## src/inc/jtpps_params.svh

```systemverilog
// Constants for the shared-pin boundary-scan test port.
// Assumes inclusion by bare name; definitions only.
// Behaviour
// - Test-select low hands five shared pins to test port, halts normal work.
// - State machine and registers follow the 2001 boundary-scan standard.
// - Decoder supports IDCODE, BYPASS, EXTEST, SAMPLE, PRELOAD, HIGHZ, CLAMP.
// - Pin 0 test clock, 1 mode, 2 data in, 3 data out, 4 test reset.
// - Test-select high leaves the five pins as ordinary general-purpose pins.
// - IDCODE shifts out a fixed hard-wired identification code.
`ifndef JTPPS_PARAMS_SVH
`define JTPPS_PARAMS_SVH
`define JTPPS_IR_LEN      4
`define JTPPS_IR_EXTEST   4'h0
`define JTPPS_IR_SAMPLE   4'h1
`define JTPPS_IR_PRELOAD  4'h2
`define JTPPS_IR_IDCODE   4'h3
`define JTPPS_IR_CLAMP    4'h4
`define JTPPS_IR_HIGHZ    4'h5
`define JTPPS_IR_BYPASS   4'hF
`define JTPPS_IR_CAPTURE  4'h1
`define JTPPS_GPIO_TCK    0
`define JTPPS_GPIO_TMS    1
`define JTPPS_GPIO_TDI    2
`define JTPPS_GPIO_TDO    3
`define JTPPS_GPIO_TRST   4
`define JTPPS_GPIO_COUNT  5
// Arbitrary identification value, not a real part code
`define JTPPS_IDCODE      32'h1234_5001
`endif

```

## src/inc/jtpps_pkg.sv

```systemverilog
// Types for the shared-pin boundary-scan test port.
// Assumes nothing outside itself.
package jtpps_pkg;
    // Gray steps along the main paths of the standard controller
    typedef enum logic [3:0] {
        TLR = 4'h0, RTI = 4'h1, SDS = 4'h3, CDR = 4'h2,
        SDR = 4'h6, E1D = 4'h7, PDR = 4'h5, E2D = 4'h4,
        UDR = 4'hC, SIS = 4'hD, CIR = 4'hF, SIR = 4'hE,
        E1I = 4'hA, PIR = 4'hB, E2I = 4'h9, UIR = 4'h8
    } jtpps_state_t;
endpackage

```

## src/rtl/jtpps_sync.sv

```systemverilog
// Two-flop synchroniser bank for pin inputs.
// Assumes levels from outside the sys_clk domain.
`timescale 1ns/1ps
module jtpps_sync #(
    parameter int WIDTH = 1
) (
    input  wire logic             sys_clk,  // System clock
    input  wire logic             srst,     // Synchronous reset
    input  wire logic [WIDTH-1:0] asyncIn,  // Raw pin levels
    output logic      [WIDTH-1:0] syncOut   // Synchronised levels
);
    logic [WIDTH-1:0] stage1;
    always_ff @(posedge sys_clk) begin
        if (srst) begin
            stage1  <= '1;
            syncOut <= '1;
        end else begin
            stage1  <= asyncIn;
            syncOut <= stage1;
        end
    end
endmodule

```

## src/rtl/jtpps_top.sv

```systemverilog
// Shared-pin boundary-scan test port, sampled on sys_clk.
// Assumes raw pins and boundary cells of the core outside; test clock is slow.
`include "jtpps_params.svh"
`timescale 1ns/1ps
module jtpps_top #(
    parameter int BSR_LEN = 8
) (
    input  wire logic               sys_clk,            // 125 MHz clock
    input  wire logic               srst,               // Sync reset, active high
    input  wire logic               test_mode_select_n, // Pin, low selects test
    input  wire logic [4:0]         gpioIn,             // Shared pin levels
    input  wire logic [4:0]         coreGpioOut,        // Normal-mode pin data
    input  wire logic [4:0]         coreGpioOe_n,       // Normal-mode enables, low drives
    output logic      [4:0]         gpioOut,            // Shared pin drive data
    output logic      [4:0]         gpioOe_n,           // Shared pin enable, low drives
    output logic      [4:0]         coreGpioIn,         // Pin levels to core
    output logic                    testActive,         // Normal operation halted
    input  wire logic [BSR_LEN-1:0] bsPinIn,            // Levels at scanned pins
    output logic      [BSR_LEN-1:0] bsPinOut,           // Boundary drive values
    output logic                    bsDrive,            // Boundary drives pins
    output logic                    bsHighz             // All outputs floated
);
    ////////////////////////////////////////////////////////////////////////
    logic [5:0] syncd;
    jtpps_sync #(.WIDTH(6)) uSync (
        .sys_clk (sys_clk),
        .srst    (srst),
        .asyncIn ({test_mode_select_n, gpioIn}),
        .syncOut (syncd)
    );
    wire       inTest  = ~syncd[5];
    wire       tckS    = syncd[`JTPPS_GPIO_TCK];
    wire       tmsS    = syncd[`JTPPS_GPIO_TMS];
    wire       tdiS    = syncd[`JTPPS_GPIO_TDI];
    wire       trstS_n = syncd[`JTPPS_GPIO_TRST];
    logic      tckPrev;
    wire       tckRise = inTest & tckS & ~tckPrev;
    wire       tckFall = inTest & ~tckS & tckPrev;
    wire       tapRst  = srst | ~inTest | ~trstS_n;

    ////////////////////////////////////////////////////////////////////////
    jtpps_pkg::jtpps_state_t state;
    jtpps_pkg::jtpps_state_t next_state;
    always_comb begin
        next_state = state;
        case (state)
            jtpps_pkg::TLR: next_state = tmsS ? jtpps_pkg::TLR : jtpps_pkg::RTI;
            jtpps_pkg::RTI: next_state = tmsS ? jtpps_pkg::SDS : jtpps_pkg::RTI;
            jtpps_pkg::SDS: next_state = tmsS ? jtpps_pkg::SIS : jtpps_pkg::CDR;
            jtpps_pkg::CDR: next_state = tmsS ? jtpps_pkg::E1D : jtpps_pkg::SDR;
            jtpps_pkg::SDR: next_state = tmsS ? jtpps_pkg::E1D : jtpps_pkg::SDR;
            jtpps_pkg::E1D: next_state = tmsS ? jtpps_pkg::UDR : jtpps_pkg::PDR;
            jtpps_pkg::PDR: next_state = tmsS ? jtpps_pkg::E2D : jtpps_pkg::PDR;
            jtpps_pkg::E2D: next_state = tmsS ? jtpps_pkg::UDR : jtpps_pkg::SDR;
            jtpps_pkg::UDR: next_state = tmsS ? jtpps_pkg::SDS : jtpps_pkg::RTI;
            jtpps_pkg::SIS: next_state = tmsS ? jtpps_pkg::TLR : jtpps_pkg::CIR;
            jtpps_pkg::CIR: next_state = tmsS ? jtpps_pkg::E1I : jtpps_pkg::SIR;
            jtpps_pkg::SIR: next_state = tmsS ? jtpps_pkg::E1I : jtpps_pkg::SIR;
            jtpps_pkg::E1I: next_state = tmsS ? jtpps_pkg::UIR : jtpps_pkg::PIR;
            jtpps_pkg::PIR: next_state = tmsS ? jtpps_pkg::E2I : jtpps_pkg::PIR;
            jtpps_pkg::E2I: next_state = tmsS ? jtpps_pkg::UIR : jtpps_pkg::SIR;
            jtpps_pkg::UIR: next_state = tmsS ? jtpps_pkg::SDS : jtpps_pkg::RTI;
            default:        next_state = jtpps_pkg::TLR;
        endcase
    end

    ////////////////////////////////////////////////////////////////////////
    logic [`JTPPS_IR_LEN-1:0] irShift;
    logic [`JTPPS_IR_LEN-1:0] irHold;
    logic [31:0]              drShift;
    logic [BSR_LEN-1:0]       bsrUpd;
    logic                     tdoBit;

    // Instruction decode; unknown codes fall to bypass
    // Decode reads the held code only, so a half-shifted code
    // never reaches the pin controls mid-scan
    wire isExtest  = irHold == `JTPPS_IR_EXTEST;
    wire isSample  = irHold == `JTPPS_IR_SAMPLE;
    wire isPreload = irHold == `JTPPS_IR_PRELOAD;
    wire isIdcode  = irHold == `JTPPS_IR_IDCODE;
    wire isClamp   = irHold == `JTPPS_IR_CLAMP;
    wire isHighz   = irHold == `JTPPS_IR_HIGHZ;
    wire selBsr    = isExtest | isSample | isPreload;
    wire [5:0] drLen = isIdcode ? 6'd32 : (selBsr ? 6'(BSR_LEN) : 6'd1);
    wire [31:0] drCapture = isIdcode ? `JTPPS_IDCODE :
                            (selBsr ? 32'(bsPinIn) : 32'h0000_0000);
    wire [31:0] drShifted = (drShift >> 1) | (32'(tdiS) << (drLen - 6'd1));
    wire [`JTPPS_IR_LEN-1:0] irShifted = {tdiS, irShift[`JTPPS_IR_LEN-1:1]};
    wire inShift = (state == jtpps_pkg::SDR) | (state == jtpps_pkg::SIR);
    wire next_tdo = (state == jtpps_pkg::SIR) ? irShift[0] : drShift[0];

    always_ff @(posedge sys_clk) begin
        if (srst) begin
            tckPrev <= 1'b0;
        end else begin
            tckPrev <= tckS;
        end
    end

    // Standard clocks TAP on test clock rise; TDO changes on its fall
    always_ff @(posedge sys_clk) begin
        if (tapRst) begin
            state   <= jtpps_pkg::TLR;
            irShift <= `JTPPS_IR_CAPTURE;
            irHold  <= `JTPPS_IR_IDCODE;
            drShift <= 32'h0000_0000;
            bsrUpd  <= '0;
        end else if (tckRise) begin
            state <= next_state;
            if (state == jtpps_pkg::TLR) begin
                irHold <= `JTPPS_IR_IDCODE;
            end
            if (state == jtpps_pkg::CIR) begin
                irShift <= `JTPPS_IR_CAPTURE;
            end
            if (state == jtpps_pkg::SIR) begin
                irShift <= irShifted;
            end
            if (state == jtpps_pkg::UIR) begin
                irHold <= irShift;
            end
            if (state == jtpps_pkg::CDR) begin
                drShift <= drCapture;
            end
            if (state == jtpps_pkg::SDR) begin
                drShift <= drShifted;
            end
            if (state == jtpps_pkg::UDR && selBsr) begin
                bsrUpd <= drShift[BSR_LEN-1:0];
            end
        end
    end

    always_ff @(posedge sys_clk) begin
        if (tapRst) begin
            tdoBit <= 1'b0;
        end else if (tckFall) begin
            tdoBit <= next_tdo;
        end
    end

    ////////////////////////////////////////////////////////////////////////
    // TDO only driven during shift states, floated otherwise
    logic tdoEn;
    always_ff @(posedge sys_clk) begin
        if (tapRst) begin
            tdoEn <= 1'b0;
        end else if (tckFall) begin
            tdoEn <= inShift;
        end
    end

    wire [4:0] testOut  = 5'(tdoBit) << `JTPPS_GPIO_TDO;
    wire [4:0] testOe_n = ~(5'(tdoEn & inTest) << `JTPPS_GPIO_TDO);
    wire [4:0] next_gpioOut  = inTest ? testOut : coreGpioOut;
    wire [4:0] next_gpioOe_n = inTest ? testOe_n : coreGpioOe_n;
    wire       outMode = isExtest | isClamp;

    always_ff @(posedge sys_clk) begin
        if (srst) begin
            gpioOut    <= 5'h00;
            gpioOe_n   <= 5'h1F;
            coreGpioIn <= 5'h00;
            testActive <= 1'b0;
            bsPinOut   <= '0;
            bsDrive    <= 1'b0;
            bsHighz    <= 1'b0;
        end else begin
            gpioOut    <= next_gpioOut;
            gpioOe_n   <= next_gpioOe_n;
            coreGpioIn <= inTest ? 5'h00 : syncd[4:0];
            testActive <= inTest;
            bsPinOut   <= bsrUpd;
            bsDrive    <= inTest & outMode;
            bsHighz    <= inTest & isHighz;
        end
    end
endmodule

```

## config.mk

```make
export PLATFORM = sky130hd
export DESIGN_NAME = jtpps_top
export DESIGN_NICKNAME = d
export VERILOG_FILES = /design/src/inc/jtpps_pkg.sv /design/src/rtl/jtpps_sync.sv /design/src/rtl/jtpps_top.sv
export VERILOG_INCLUDE_DIRS = /design/src /design/src/inc
export SDC_FILE = /design/constraint.sdc
export NUM_CORES = 1
export LEC_CHECK = 0
export BUFFER_PORTS_ARGS = -buffer_cell sky130_fd_sc_hd__clkbuf_2
export CORE_ASPECT_RATIO = 0.6
export CORE_MARGIN = 3
export CORE_UTILIZATION = 50
export DETAILED_ROUTE_END_ITERATION = 8
export PLACE_DENSITY = 0.71
export SYNTH_ARGS = -nofsm -noshare
export SYNTH_HDL_FRONTEND = slang
export SYNTH_SLANG_ARGS = --single-unit
```

## constraint.sdc

```tcl
create_clock -name sys_clk -period 2.6 [get_ports sys_clk]
set_clock_uncertainty 0.2 [all_clocks]
set_input_delay 0.26 -clock sys_clk [delete_from_list [all_inputs] [get_ports sys_clk]]
set_output_delay 0.26 -clock sys_clk [all_outputs]
set_load 0.01 [all_outputs]
```

==> metrics.md, run 1 <==
| Metric | Value |
|---|---|
| Outcome | `complete, no violations` |
| Cell variety after synth | `40` |
| Final WL | `about 7400 um` |
| Multi-input logic area | `approximately 0.0014 mm2` |
| Met2 GRT Util | `a little under a third` |
| DRC | `0` |
| CP Launch Type | `flip-flop` |
| N_diodes | `0` |
| Via count | `2,755` |
| Syn-to-layout area delta | `22.08%` |
| Setup Viol. Count Final | `0` |
| Sequential share of power | `roughly 53%` |
| Post-CTS Setup Inserts | `0` |
| DRT iter0 DRCs | `210` |
| Post-synth EDFFs | `0` |
| Fin cells | `~520` |
| Mapped Avg Cell Area | `9.216 um2` |
| CTS Buf Count | `9` |
| Die W | `about 110 um` |
| Drt first pass iters | `5` |
| Clock root buffer | `clkbuf_16` |
| Ratio of total power to cell area | `roughly 650 mW/mm2` |
| IO Pins | `52` |
| Min-delay worst type | `input pin to flip-flop` |
| FFs w/ async S/R, synth | `0%` |
| Normalized max-slew margin | `42.99%` |
| Critical Path End Type | `flip-flop` |
| Most used routing layer | `met2` |
| Int Power | `2.170 mW` |
| Comb pwr share | `~4%` |
| Most frequent cells in the layout | `dfxtp_1 (93), clkbuf_2 (51), a21oi_1 (34), nor2_1 (32), nand2_1 (31)` |
| Post-synthesis sequential area ratio | `between 50 and 60%` |
| Placed Cells | `roughly 490` |
| Clk slew on worst S/H paths | `approximately 60 ps` |
| Final Hold Vio Count | `0` |
| Die Span Y | `~70 um` |
| # fillers | `516` |
| All-Layer GR Usage | `between 20% and 30%` |
| Core ar. | `roughly 0.0064 mm2` |
| Setup TNS | `0 ps` |
| Final Instance Area | `0.004185 mm2` |
| Antenna violations before repair | `0` |
| Switching part of the total | `just over 20%` |
| Final #Nets | `approximately 460` |
| Peak VDD IR | `a little over 0.0005 V` |
| Syn. warnings | `0` |
| Max-Cap Viols | `0` |
| Pwr Total | `approximately 2.7 mW` |
| CP startpoint | `uSync.syncOut[5]$_SDFF_PP1_` |
| Final Max Slew Viols | `0` |
| Setup CP Type | `flip-flop to flip-flop` |
| Mapped Nets | `399` |
| Placed wire-length estimate | `4855 um` |
| M1 GR Usage | `27.46%` |
| Total congestion overflow | `0` |
| Register Area | `between 0.0015 and 0.002 mm2` |
| Leak | `between 1.5 and 2 nW` |
| Vias per inst | `about 5.3` |
| Syn Std Cell Area | `0.003428 mm2` |
| Commonest non-fill, non-tap cell in the layout | `dfxtp_1` |
| CTS tree | `yes` |
| Vias in the first global route | `2,657` |
| Ys flop type | `dfxtp_1` |
| GRT met3 Usage | `under 10%` |
| Critical path peak fanout | `12` |
| Max clock buf depth | `2` |
| CTS sink count | `a little over 90` |
| Ranking of synthesized cells by area | `dfxtp_1 (54%), a21oi_1 (5.0%), o21ai_0 (4.2%)` |
| Worst path required time | `between 2000 and 3000 ps` |
| Routability congestion estimate | `between 0.8 and 0.9` |
| Wire per inst | `14.11 um` |
| Measured slew at the worst slew-check pin | `between 800 and 900 ps` |
| Layout cell share with drive strength beyond 1 | `between 20% and 30%` |
| Die ar. | `between 0.007 and 0.008 mm2` |
| Fin crit share | `83.51%` |
| Clock latency on the worst-skew pair | `between 300 and 400 ps` |
| Area leader, netlist | `dfxtp_1` |
| Post-Synthesis Cells | `372` |
| First-pass GRT wire length | `12,740 um` |
| Maximum clock rate | `0.4606 GHz` |
| Clk network pwr share | `42.6%` |
| Yosys reg bits | `93` |
| Top cell type's share of synthesized area | `54.31%` |
| DP Area | `between 0.003 and 0.004 mm2` |
| Min Tclk post-route | `2171 ps` |
| Antenna-violating nets left | `0` |
| RSZ-0062 raised after global routing | `no` |
| Reg2reg start | `uSync.syncOut[5]$_SDFF_PP1_` |
| Min-delay src | `bsPinIn[3]` |
| Psw | `between 500 and 600 uW` |
| I/O Buffers | `51` |
| H-tree level count | `3` |
| CP Data Arrival Time | `about 2200 ps` |
| Rows | `22` |
| Starting Density | `a little over half` |
| Largest net degree at the start of global routing | `34` |
-- kinds of logic (layout without fill, tap and decap cells) --
| kind of cell | after synthesis | in the layout | synth area share (%) |
|---|---|---|---|
| muxes | 14 | 14 | 4.124 |
| adders and majority gates | 1 | 1 | 0.3649 |
| buffers and inverters | 30 | 96 | 4.051 |
| DFF | 93 | 93 | 54.31 |
| AOI/OAI and AO/OA | 80 | 80 | 13.32 |
| and+or+nand+nor | 154 | 154 | 23.83 |
-- critical path, stage by stage (launching register included) --
cell     delay, ps
dfxtp_1        390
or3b_1         420
or3_1          550
a21oi_2        370
a21oi_1        130
-- metrics by stage --
| step | worst slack, ps | hold slack, ps | utilization [%] |
|---|---|---|---|
| 6_report | 428.8 | 11.69 | 65.82 |
| 5_1_grt | 277.4 | 19.84 | 65.82 |
| 4_1_cts | 421.9 | 1.526 | 65.82 |
| 3_5_place_dp | 427.0 | 194.5 | 58.97 |
| 3_3_place_gp | 500.6 | 191.3 | 58.97 |
| 2_1_floorplan | 484.7 | 131.6 | - |
-- power by group through the flow --
stage	registers [mW]	clock network [mW]	logic (mW)
after floorplan	1.50	0	0.0383
after global placement	1.49	0	0.0872
final	1.46	1.16	0.108
after CTS	1.46	1.19	0.108
after global routing	1.46	1.25	0.120
after detailed placement	1.49	0	0.0874
-- state kept, by name, indices dropped and copies added (netlist names) --
| name | count |
|---|---|
| state | 4 |
| drShift | 32 |
| tdoEn | 1 |
| tckPrev | 1 |
| tdoBit | 1 |
| coreGpioIn | 5 |
| bsrUpd | 8 |
| testActive | 1 |
| irHold | 4 |
| bsHighz | 1 |
| uSync.syncOut | 6 |
| gpioOut | 5 |
| bsDrive | 1 |
| irShift | 4 |
| gpioOe_n | 5 |
| uSync.stage1 | 6 |
| bsPinOut | 8 |
-- cell usage after synthesis (4+ instances only) --
cell type,count
dfxtp_1,93
a21oi_1,34
nor2_1,32
nand2_1,31
o21ai_0,29
clkbuf_1,19
nand3_1,19
nor2b_1,15
mux2i_1,13
or2_2,12
and2_1,11
a221oi_1,7
nand2b_1,6
nor3b_1,5
nor4b_1,4
-- worst paths after layout --
path | slack, ps | end | cells past startpoint
setup reg to reg | 430 | drShift[14]$_SDFFE_PP0P_ | 4
setup / recovery | 430 | drShift[14]$_SDFFE_PP0P_ | 4
hold / removal | 10 | drShift[3]$_SDFFE_PP0P_ | 3
hold reg to reg | 210 | uSync.syncOut[2]$_SDFF_PP1_ | 1
-- final cells by class --
class	instances	share of cell area, %
Inverter	3	0.2691
Multi-Input combinational cell	249	34.26
Clock inverter	4	0.6278
Sequential cell	93	44.48
Clock buffer	10	5.710
Tap cell	84	2.511
Timing Repair Buffer	79	12.14
-- metal layers --
layer  part of all wire, %  up-vias
met2                    44       71
met3                   5.1        4
li1                      -     1406
met1                    50     1274
met4                  0.75        0
met5                     0        -
-- what timing repair did --
action / 4_1_cts / 5_1_grt
setup endpoints to repair: 0 / 0
gates resized for setup: 0 / 0
endpoints found under the hold margin: 17 / 0
hold buffers: 17 / 0
No activity file was read; power rests on OpenSTA's default activity.
==> run 2, diff against run 1 <==
clock period = 2.2 ns   (was 2.6 ns; I/O delays follow)
==> metrics.md, run 2 (synthesis results as in run 1) <==
| Metric | Value |
|---|---|
| Outcome | `complete, no violations` |
| RSZ-0062 raised after global routing | `no` |
| Max clock buf depth | `2` |
| Post-CTS Setup Inserts | `0` |
| Clock latency on the worst-skew pair | `340 ps` |
| Switching part of the total | `between 20% and 30%` |
| Largest register FFs | `32` |
| Clk network pwr share | `approximately 47%` |
| Vias in the first global route | `~2,700` |
| DRT iter0 DRCs | `219` |
| Leak | `between 1.5 and 2 nW` |
| Max-Cap Viols | `0` |
| Final WL | `just under 8000 um` |
| Core ar. | `between 0.006 and 0.007 mm2` |
| Worst path bufs/invs | `0` |
| Syn-to-layout area delta | `27.66%` |
| Peak VDD IR | `0.0007048 V` |
| Commonest non-fill, non-tap cell in the layout | `dfxtp_1` |
| # fillers | `between 500 and 600` |
| Via count | `around 2,800` |
| Setup Viol. Count Final | `0` |
| Final #Nets | `roughly 470` |
| CP peak stage delay | `about 510 ps` |
| Placed wire-length estimate | `5072 um` |
| Psw | `a little over 700 uW` |
| Final Max Slew Viols | `0` |
| Antenna violations before repair | `0` |
| Clk slew on worst S/H paths | `approximately 70 ps` |
| Min Tclk post-route | `between 2000 and 2500 ps` |
| Most frequent cells in the layout | `dfxtp_1 (93), clkbuf_2 (51), a21oi_1 (34), nor2_1 (32), nand2_1 (31)` |
| Final Hold Vio Count | `0` |
| CTS sink count | `93` |
| Critical path peak fanout | `8` |
| Fin crit share | `a little over nine tenths` |
| Biggest regs | `drShift (32), bsPinOut (8), bsrUpd (8)` |
| Routability congestion estimate | `a little over 0.8` |
| Drt first pass iters | `4` |
| Measured slew at the worst slew-check pin | `between 400 and 500 ps` |
| Starting Density | `roughly 54%` |
| Largest net degree at the start of global routing | `34` |
| All-Layer GR Usage | `between 20% and 30%` |
| I/O Buffers | `between 50 and 60` |
| Die ar. | `just under 0.008 mm2` |
| Wire per inst | `roughly 15 um` |
| Setup CP Type | `flip-flop to flip-flop` |
| Top reg by flops | `drShift` |
| Ratio of total power to cell area | `811.6 mW/mm2` |
| DRC | `0` |
| Die Span Y | `70.14 um` |
| Critical Path End Type | `flip-flop` |
| IO Pins | `52` |
| Total congestion overflow | `0` |
| Crit-path slowest cell | `or3_1` |
| CP cell instances | `or3b_1 -> or3_1 -> a21oi_2 -> a21oi_1` |
| Clock root buffer | `clkbuf_16` |
| Vias per inst | `about 5.2` |
| Layout cell share with drive strength beyond 1 | `between 20% and 30%` |
| CP Launch Type | `flip-flop` |
| Final Util | `between 60% and 70%` |
| Crit path max-delay family | `simple AND/OR/NAND/NOR gates` |
| Min-delay worst type | `input pin to flip-flop` |
| Maximum clock rate | `~0.48 GHz` |
| Sequential share of power | `48.5%` |
| Die W | `112.9 um` |
| Hold WS | `a little over 80 ps` |
| Setup TNS | `0 ps` |
| CTS tree | `yes` |
| Normalized max-slew margin | `66.69%` |
| Antenna-violating nets left | `0` |
| Rows | `22` |
| CP Data Arrival Time | `~2100 ps` |
| Worst path required time | `approximately 2200 ps` |
| Comb pwr share | `under 10%` |
| First-pass GRT wire length | `between 10,000 and 15,000 um` |
| CTS Buf Count | `9` |
| H-tree level count | `3` |
| N_diodes | `0` |
| Int Power | `2.827 mW` |
[run 2: worst reg2reg max path, delay by kind of cell, from the launching register on]
family,cells,cell delay [ps]
AO/OA/AOI/OAI,2,480
AND/OR/NAND/NOR,2,890
flip-flops,1,380
[run 2: what timing repair did]
action                                 in CTS  in global routing
setup endpoints to repair                   0                 11
gates resized for setup                     0                  1
endpoints found under the hold margin      23                  0
hold buffers                               23                  0
[run 2: worst paths after layout]
kind                                    start                     endpoint  slack [ps]  cells after the start
hold reg to reg    uSync.stage1[2]$_SDFF_PP1_  uSync.syncOut[2]$_SDFF_PP1_         210                      1
hold / removal                     bsPinIn[7]      drShift[7]$_SDFFE_PP0P_          80                      4
setup / recovery  uSync.syncOut[0]$_SDFF_PP1_     drShift[21]$_SDFFE_PP0P_         130                      4
setup reg to reg  uSync.syncOut[0]$_SDFF_PP1_     drShift[21]$_SDFFE_PP0P_         130                      4
[run 2: area by class of cell]
class | count | area (um2) | share of cell area [%]
clock inverters | 6 | 91.34 | 2.087
multi-input cells | 249 | 1443 | 32.96
repair buffers | 91 | 625.6 | 14.29
flip-flops and latches | 93 | 1862 | 42.54
clock buffers | 10 | 239.0 | 5.460
inverters | 3 | 11.26 | 0.2573
well taps | 84 | 105.1 | 2.401
[run 2: routing by layer]
metal	GRT usage, %	part of all wire (%)	up-vias
met3	6.667	5.3	11
met5	0	0	-
met2	32.41	46	66
met4	6.400	1.4	0
met1	28.45	48	1290
li1	-	-	1428
[run 2: per-stage QoR]
step / power (mW) / setup WS, ps / area [um2] / instances
6_report: 3.552 / 125.2 / 4377 / 536
5_1_grt: 3.674 / 26.57 / 4377 / 536
3_3_place_gp: 1.869 / 186.1 / 3807 / 497
4_1_cts: 3.576 / 137.1 / 4368 / 536
2_1_floorplan: 1.814 / 84.67 / 3428 / 372
3_5_place_dp: 1.871 / 145.8 / 3807 / 497
[run 2: power groups by stage]
stage | combinational, mW | sequential [mW] | clock, mW
2_1_floorplan | 0.0452 | 1.77 | 0
3_3_place_gp | 0.107 | 1.76 | 0
3_5_place_dp | 0.109 | 1.76 | 0
4_1_cts | 0.142 | 1.72 | 1.71
5_1_grt | 0.157 | 1.73 | 1.79
6_report | 0.143 | 1.72 | 1.68
==> run 3, diff against run 2 <==
CORE_ASPECT_RATIO = default   (was 0.6)
CTS_CLUSTER_SIZE = 25   (was default)
==> metrics.md, run 3 (synthesis results as in run 1) <==
| Metric | Value |
|---|---|
| Outcome | `complete, no violations` |
| Rows | `29` |
| All-Layer GR Usage | `about a fifth` |
| Max clock buf depth | `2` |
| Hold WS | `~73 ps` |
| H-tree level count | `3` |
| Leak | `~1.7 nW` |
| CTS tree | `yes` |
| Setup CP Type | `flip-flop to flip-flop` |
| Clk network pwr share | `39.0%` |
| Max-Cap Viols | `0` |
| Most frequent cells in the layout | `dfxtp_1 (93), clkbuf_2 (51), a21oi_1 (34), nor2_1 (32), nand2_1 (31)` |
| Routability congestion estimate | `roughly 0.81` |
| Worst path required time | `roughly 2200 ps` |
| DR top layer | `met4` |
| Drt first pass iters | `4` |
| Core ar. | `between 0.006 and 0.007 mm2` |
| Min Tclk post-route | `between 2000 and 2500 ps` |
| Vias in the first global route | `about 2,700` |
| Fin crit share | `about 94%` |
| Register Area | `0.001862 mm2` |
| Antenna-violating nets left | `0` |
| Clk slew on worst S/H paths | `100 ps` |
| Final Max Slew Viols | `0` |
| Met3 WL post-DR | `just under 300 um` |
| Total congestion overflow | `0` |
| Int Power | `between 2 and 2.5 mW` |
| RSZ-0062 raised after global routing | `no` |
| Final WL | `approximately 7300 um` |
| Reg2reg start | `uSync.syncOut[0]$_SDFF_PP1_` |
| CTS Buf Count | `9` |
| CP cell instances | `or3b_1 -> or3_1 -> a21oi_2 -> a21oi_1` |
| Worst Setup EP | `drShift[12]$_SDFFE_PP0P_` |
| Largest net degree at the start of global routing | `34` |
| Vias per inst | `approximately 5.3` |
| IO Pins | `52` |
| Die Span Y | `approximately 89 um` |
| Ratio of total power to cell area | `slightly above 700 mW/mm2` |
| CP startpoint | `uSync.syncOut[0]$_SDFF_PP1_` |
| Wire per inst | `around 14 um` |
| Post-CTS Setup Inserts | `0` |
| Reg2Reg Setup Slack | `130 ps` |
| Final Util | `65.19%` |
| Clock root buffer | `clkbuf_8` |
| Placed wire-length estimate | `roughly 4700 um` |
| Syn-to-layout area delta | `23.50%` |
| Clock latency on the worst-skew pair | `350 ps` |
| Comb pwr share | `4.6%` |
| Placed Cells | `489` |
| Sequential share of power | `a little under three fifths` |
| Metal2 WL | `about 3400 um` |
| Setup TNS | `0 ps` |
| # fillers | `approximately 510` |
| Resized Gates After CTS | `0` |
| Psw | `just under 700 uW` |
| Fin cells | `~530` |
| First-pass GRT wire length | `roughly 12,000 um` |
| Die W | `a little under 90 um` |
| Worst-case reg-to-reg path depth | `4` |
| Crit path max-delay family | `simple AND/OR/NAND/NOR gates` |
| N_diodes | `0` |
| Final WS setup | `between 100 and 150 ps` |
| Pre-CTS WS | `146.0 ps` |
| CP Data Arrival Time | `2100 ps` |
| Measured slew at the worst slew-check pin | `a little under 500 ps` |
| CTS sink count | `a little over 90` |
| Die ar. | `about 0.008 mm2` |
| Levels on crit path | `4` |
| Maximum clock rate | `between 0.4 and 0.5 GHz` |
| CP Launch Type | `flip-flop` |
| Starting Density | `between 50% and 60%` |
| Peak VDD IR | `approximately 0.00038 V` |
| Crit-path slowest cell | `or3_1` |
| Final Hold Vio Count | `0` |
| Commonest non-fill, non-tap cell in the layout | `dfxtp_1` |
| Switching part of the total | `a little under a quarter` |
| CP peak stage delay | `530 ps` |
| CTS Hold Buffers Added | `23` |
| I/O Buffers | `a little over 50` |
| Critical Path End Type | `flip-flop` |
| Via count | `2,797` |
| Antenna violations before repair | `0` |
| DRT iter0 DRCs | `about 170` |
| Largest register FFs | `32` |
| Min-delay worst type | `input pin to flip-flop` |
| Worst path bufs/invs | `0` |
| DRC | `0` |
| WL met1 | `between 3000 and 4000 um` |
| Top reg by flops | `drShift` |
| Biggest regs | `drShift (32), bsPinOut (8), bsrUpd (8)` |
| Setup Viol. Count Final | `0` |
| Multi-input logic area | `about 0.0014 mm2` |
| Critical path peak fanout | `10` |
| Normalized max-slew margin | `around two thirds` |
| Layout cell share with drive strength beyond 1 | `between 20% and 30%` |
| R2r endpoint | `drShift[12]$_SDFFE_PP0P_` |
| Final #Nets | `around 470` |
run 3: cell count changes in the layout (fill, tap and decap cells not counted), sizes merged:
cell,previous run,this run
clkinv,2,0
inv,5,7
clkinvlp,0,1
bufinv,2,1
buf,17,16
run 3: area by class of cell:
class	instances	area share (%)
clock inverter	6	1.773
clock buffer	10	3.251
tap	77	2.275
timing repair buffer	90	14.60
multi-input combinational	249	33.87
sequential	93	43.97
inverter	3	0.2660
run 3: power by group through the flow:
stage               logic [mW]  clock network (mW)  registers [mW]
floorplan               0.0452                   0            1.77
global placement         0.106                   0            1.76
detailed placement       0.107                   0            1.76
CTS                      0.140                1.22            1.72
global route             0.154                1.29            1.73
finish                   0.140                1.19            1.72
run 3: worst min path at each step:
stage	end	depth (start not counted)	startpoint	slack, ps
2_1_floorplan	bsPinOut[0]$_SDFF_PP0_	1	srst	90
3_3_place_gp	uSync.syncOut[3]$_SDFF_PP1_	1	uSync.stage1[3]$_SDFF_PP1_	200
3_5_place_dp	uSync.syncOut[3]$_SDFF_PP1_	1	uSync.stage1[3]$_SDFF_PP1_	200
4_1_cts	drShift[0]$_SDFFE_PP0P_	5	bsPinIn[0]	50
5_1_grt	drShift[7]$_SDFFE_PP0P_	4	bsPinIn[7]	110
6_report	drShift[7]$_SDFFE_PP0P_	4	bsPinIn[7]	70
run 3: through the flow:
step | power [mW] | instance area [um2]
CTS | 3.081 | 4234
global placement | 1.867 | 3791
floorplan | 1.814 | 3428
global route | 3.170 | 4234
detailed placement | 1.870 | 3791
finish | 3.057 | 4234
run 3: per-layer routing:
| layer | GRT usage (%) | vias up |
|---|---|---|
| li1 | - | 1423 |
| met5 | 0 | - |
| met4 | 8.104 | 0 |
| met2 | 32.46 | 59 |
| met1 | 25.40 | 1309 |
| met3 | 4.004 | 6 |
run 3: worst reg2reg max path, stage by stage, from the launching register on:
cell     delay, ps
dfxtp_1        370
or3b_1         380
or3_1          530
a21oi_2        340
a21oi_1        130
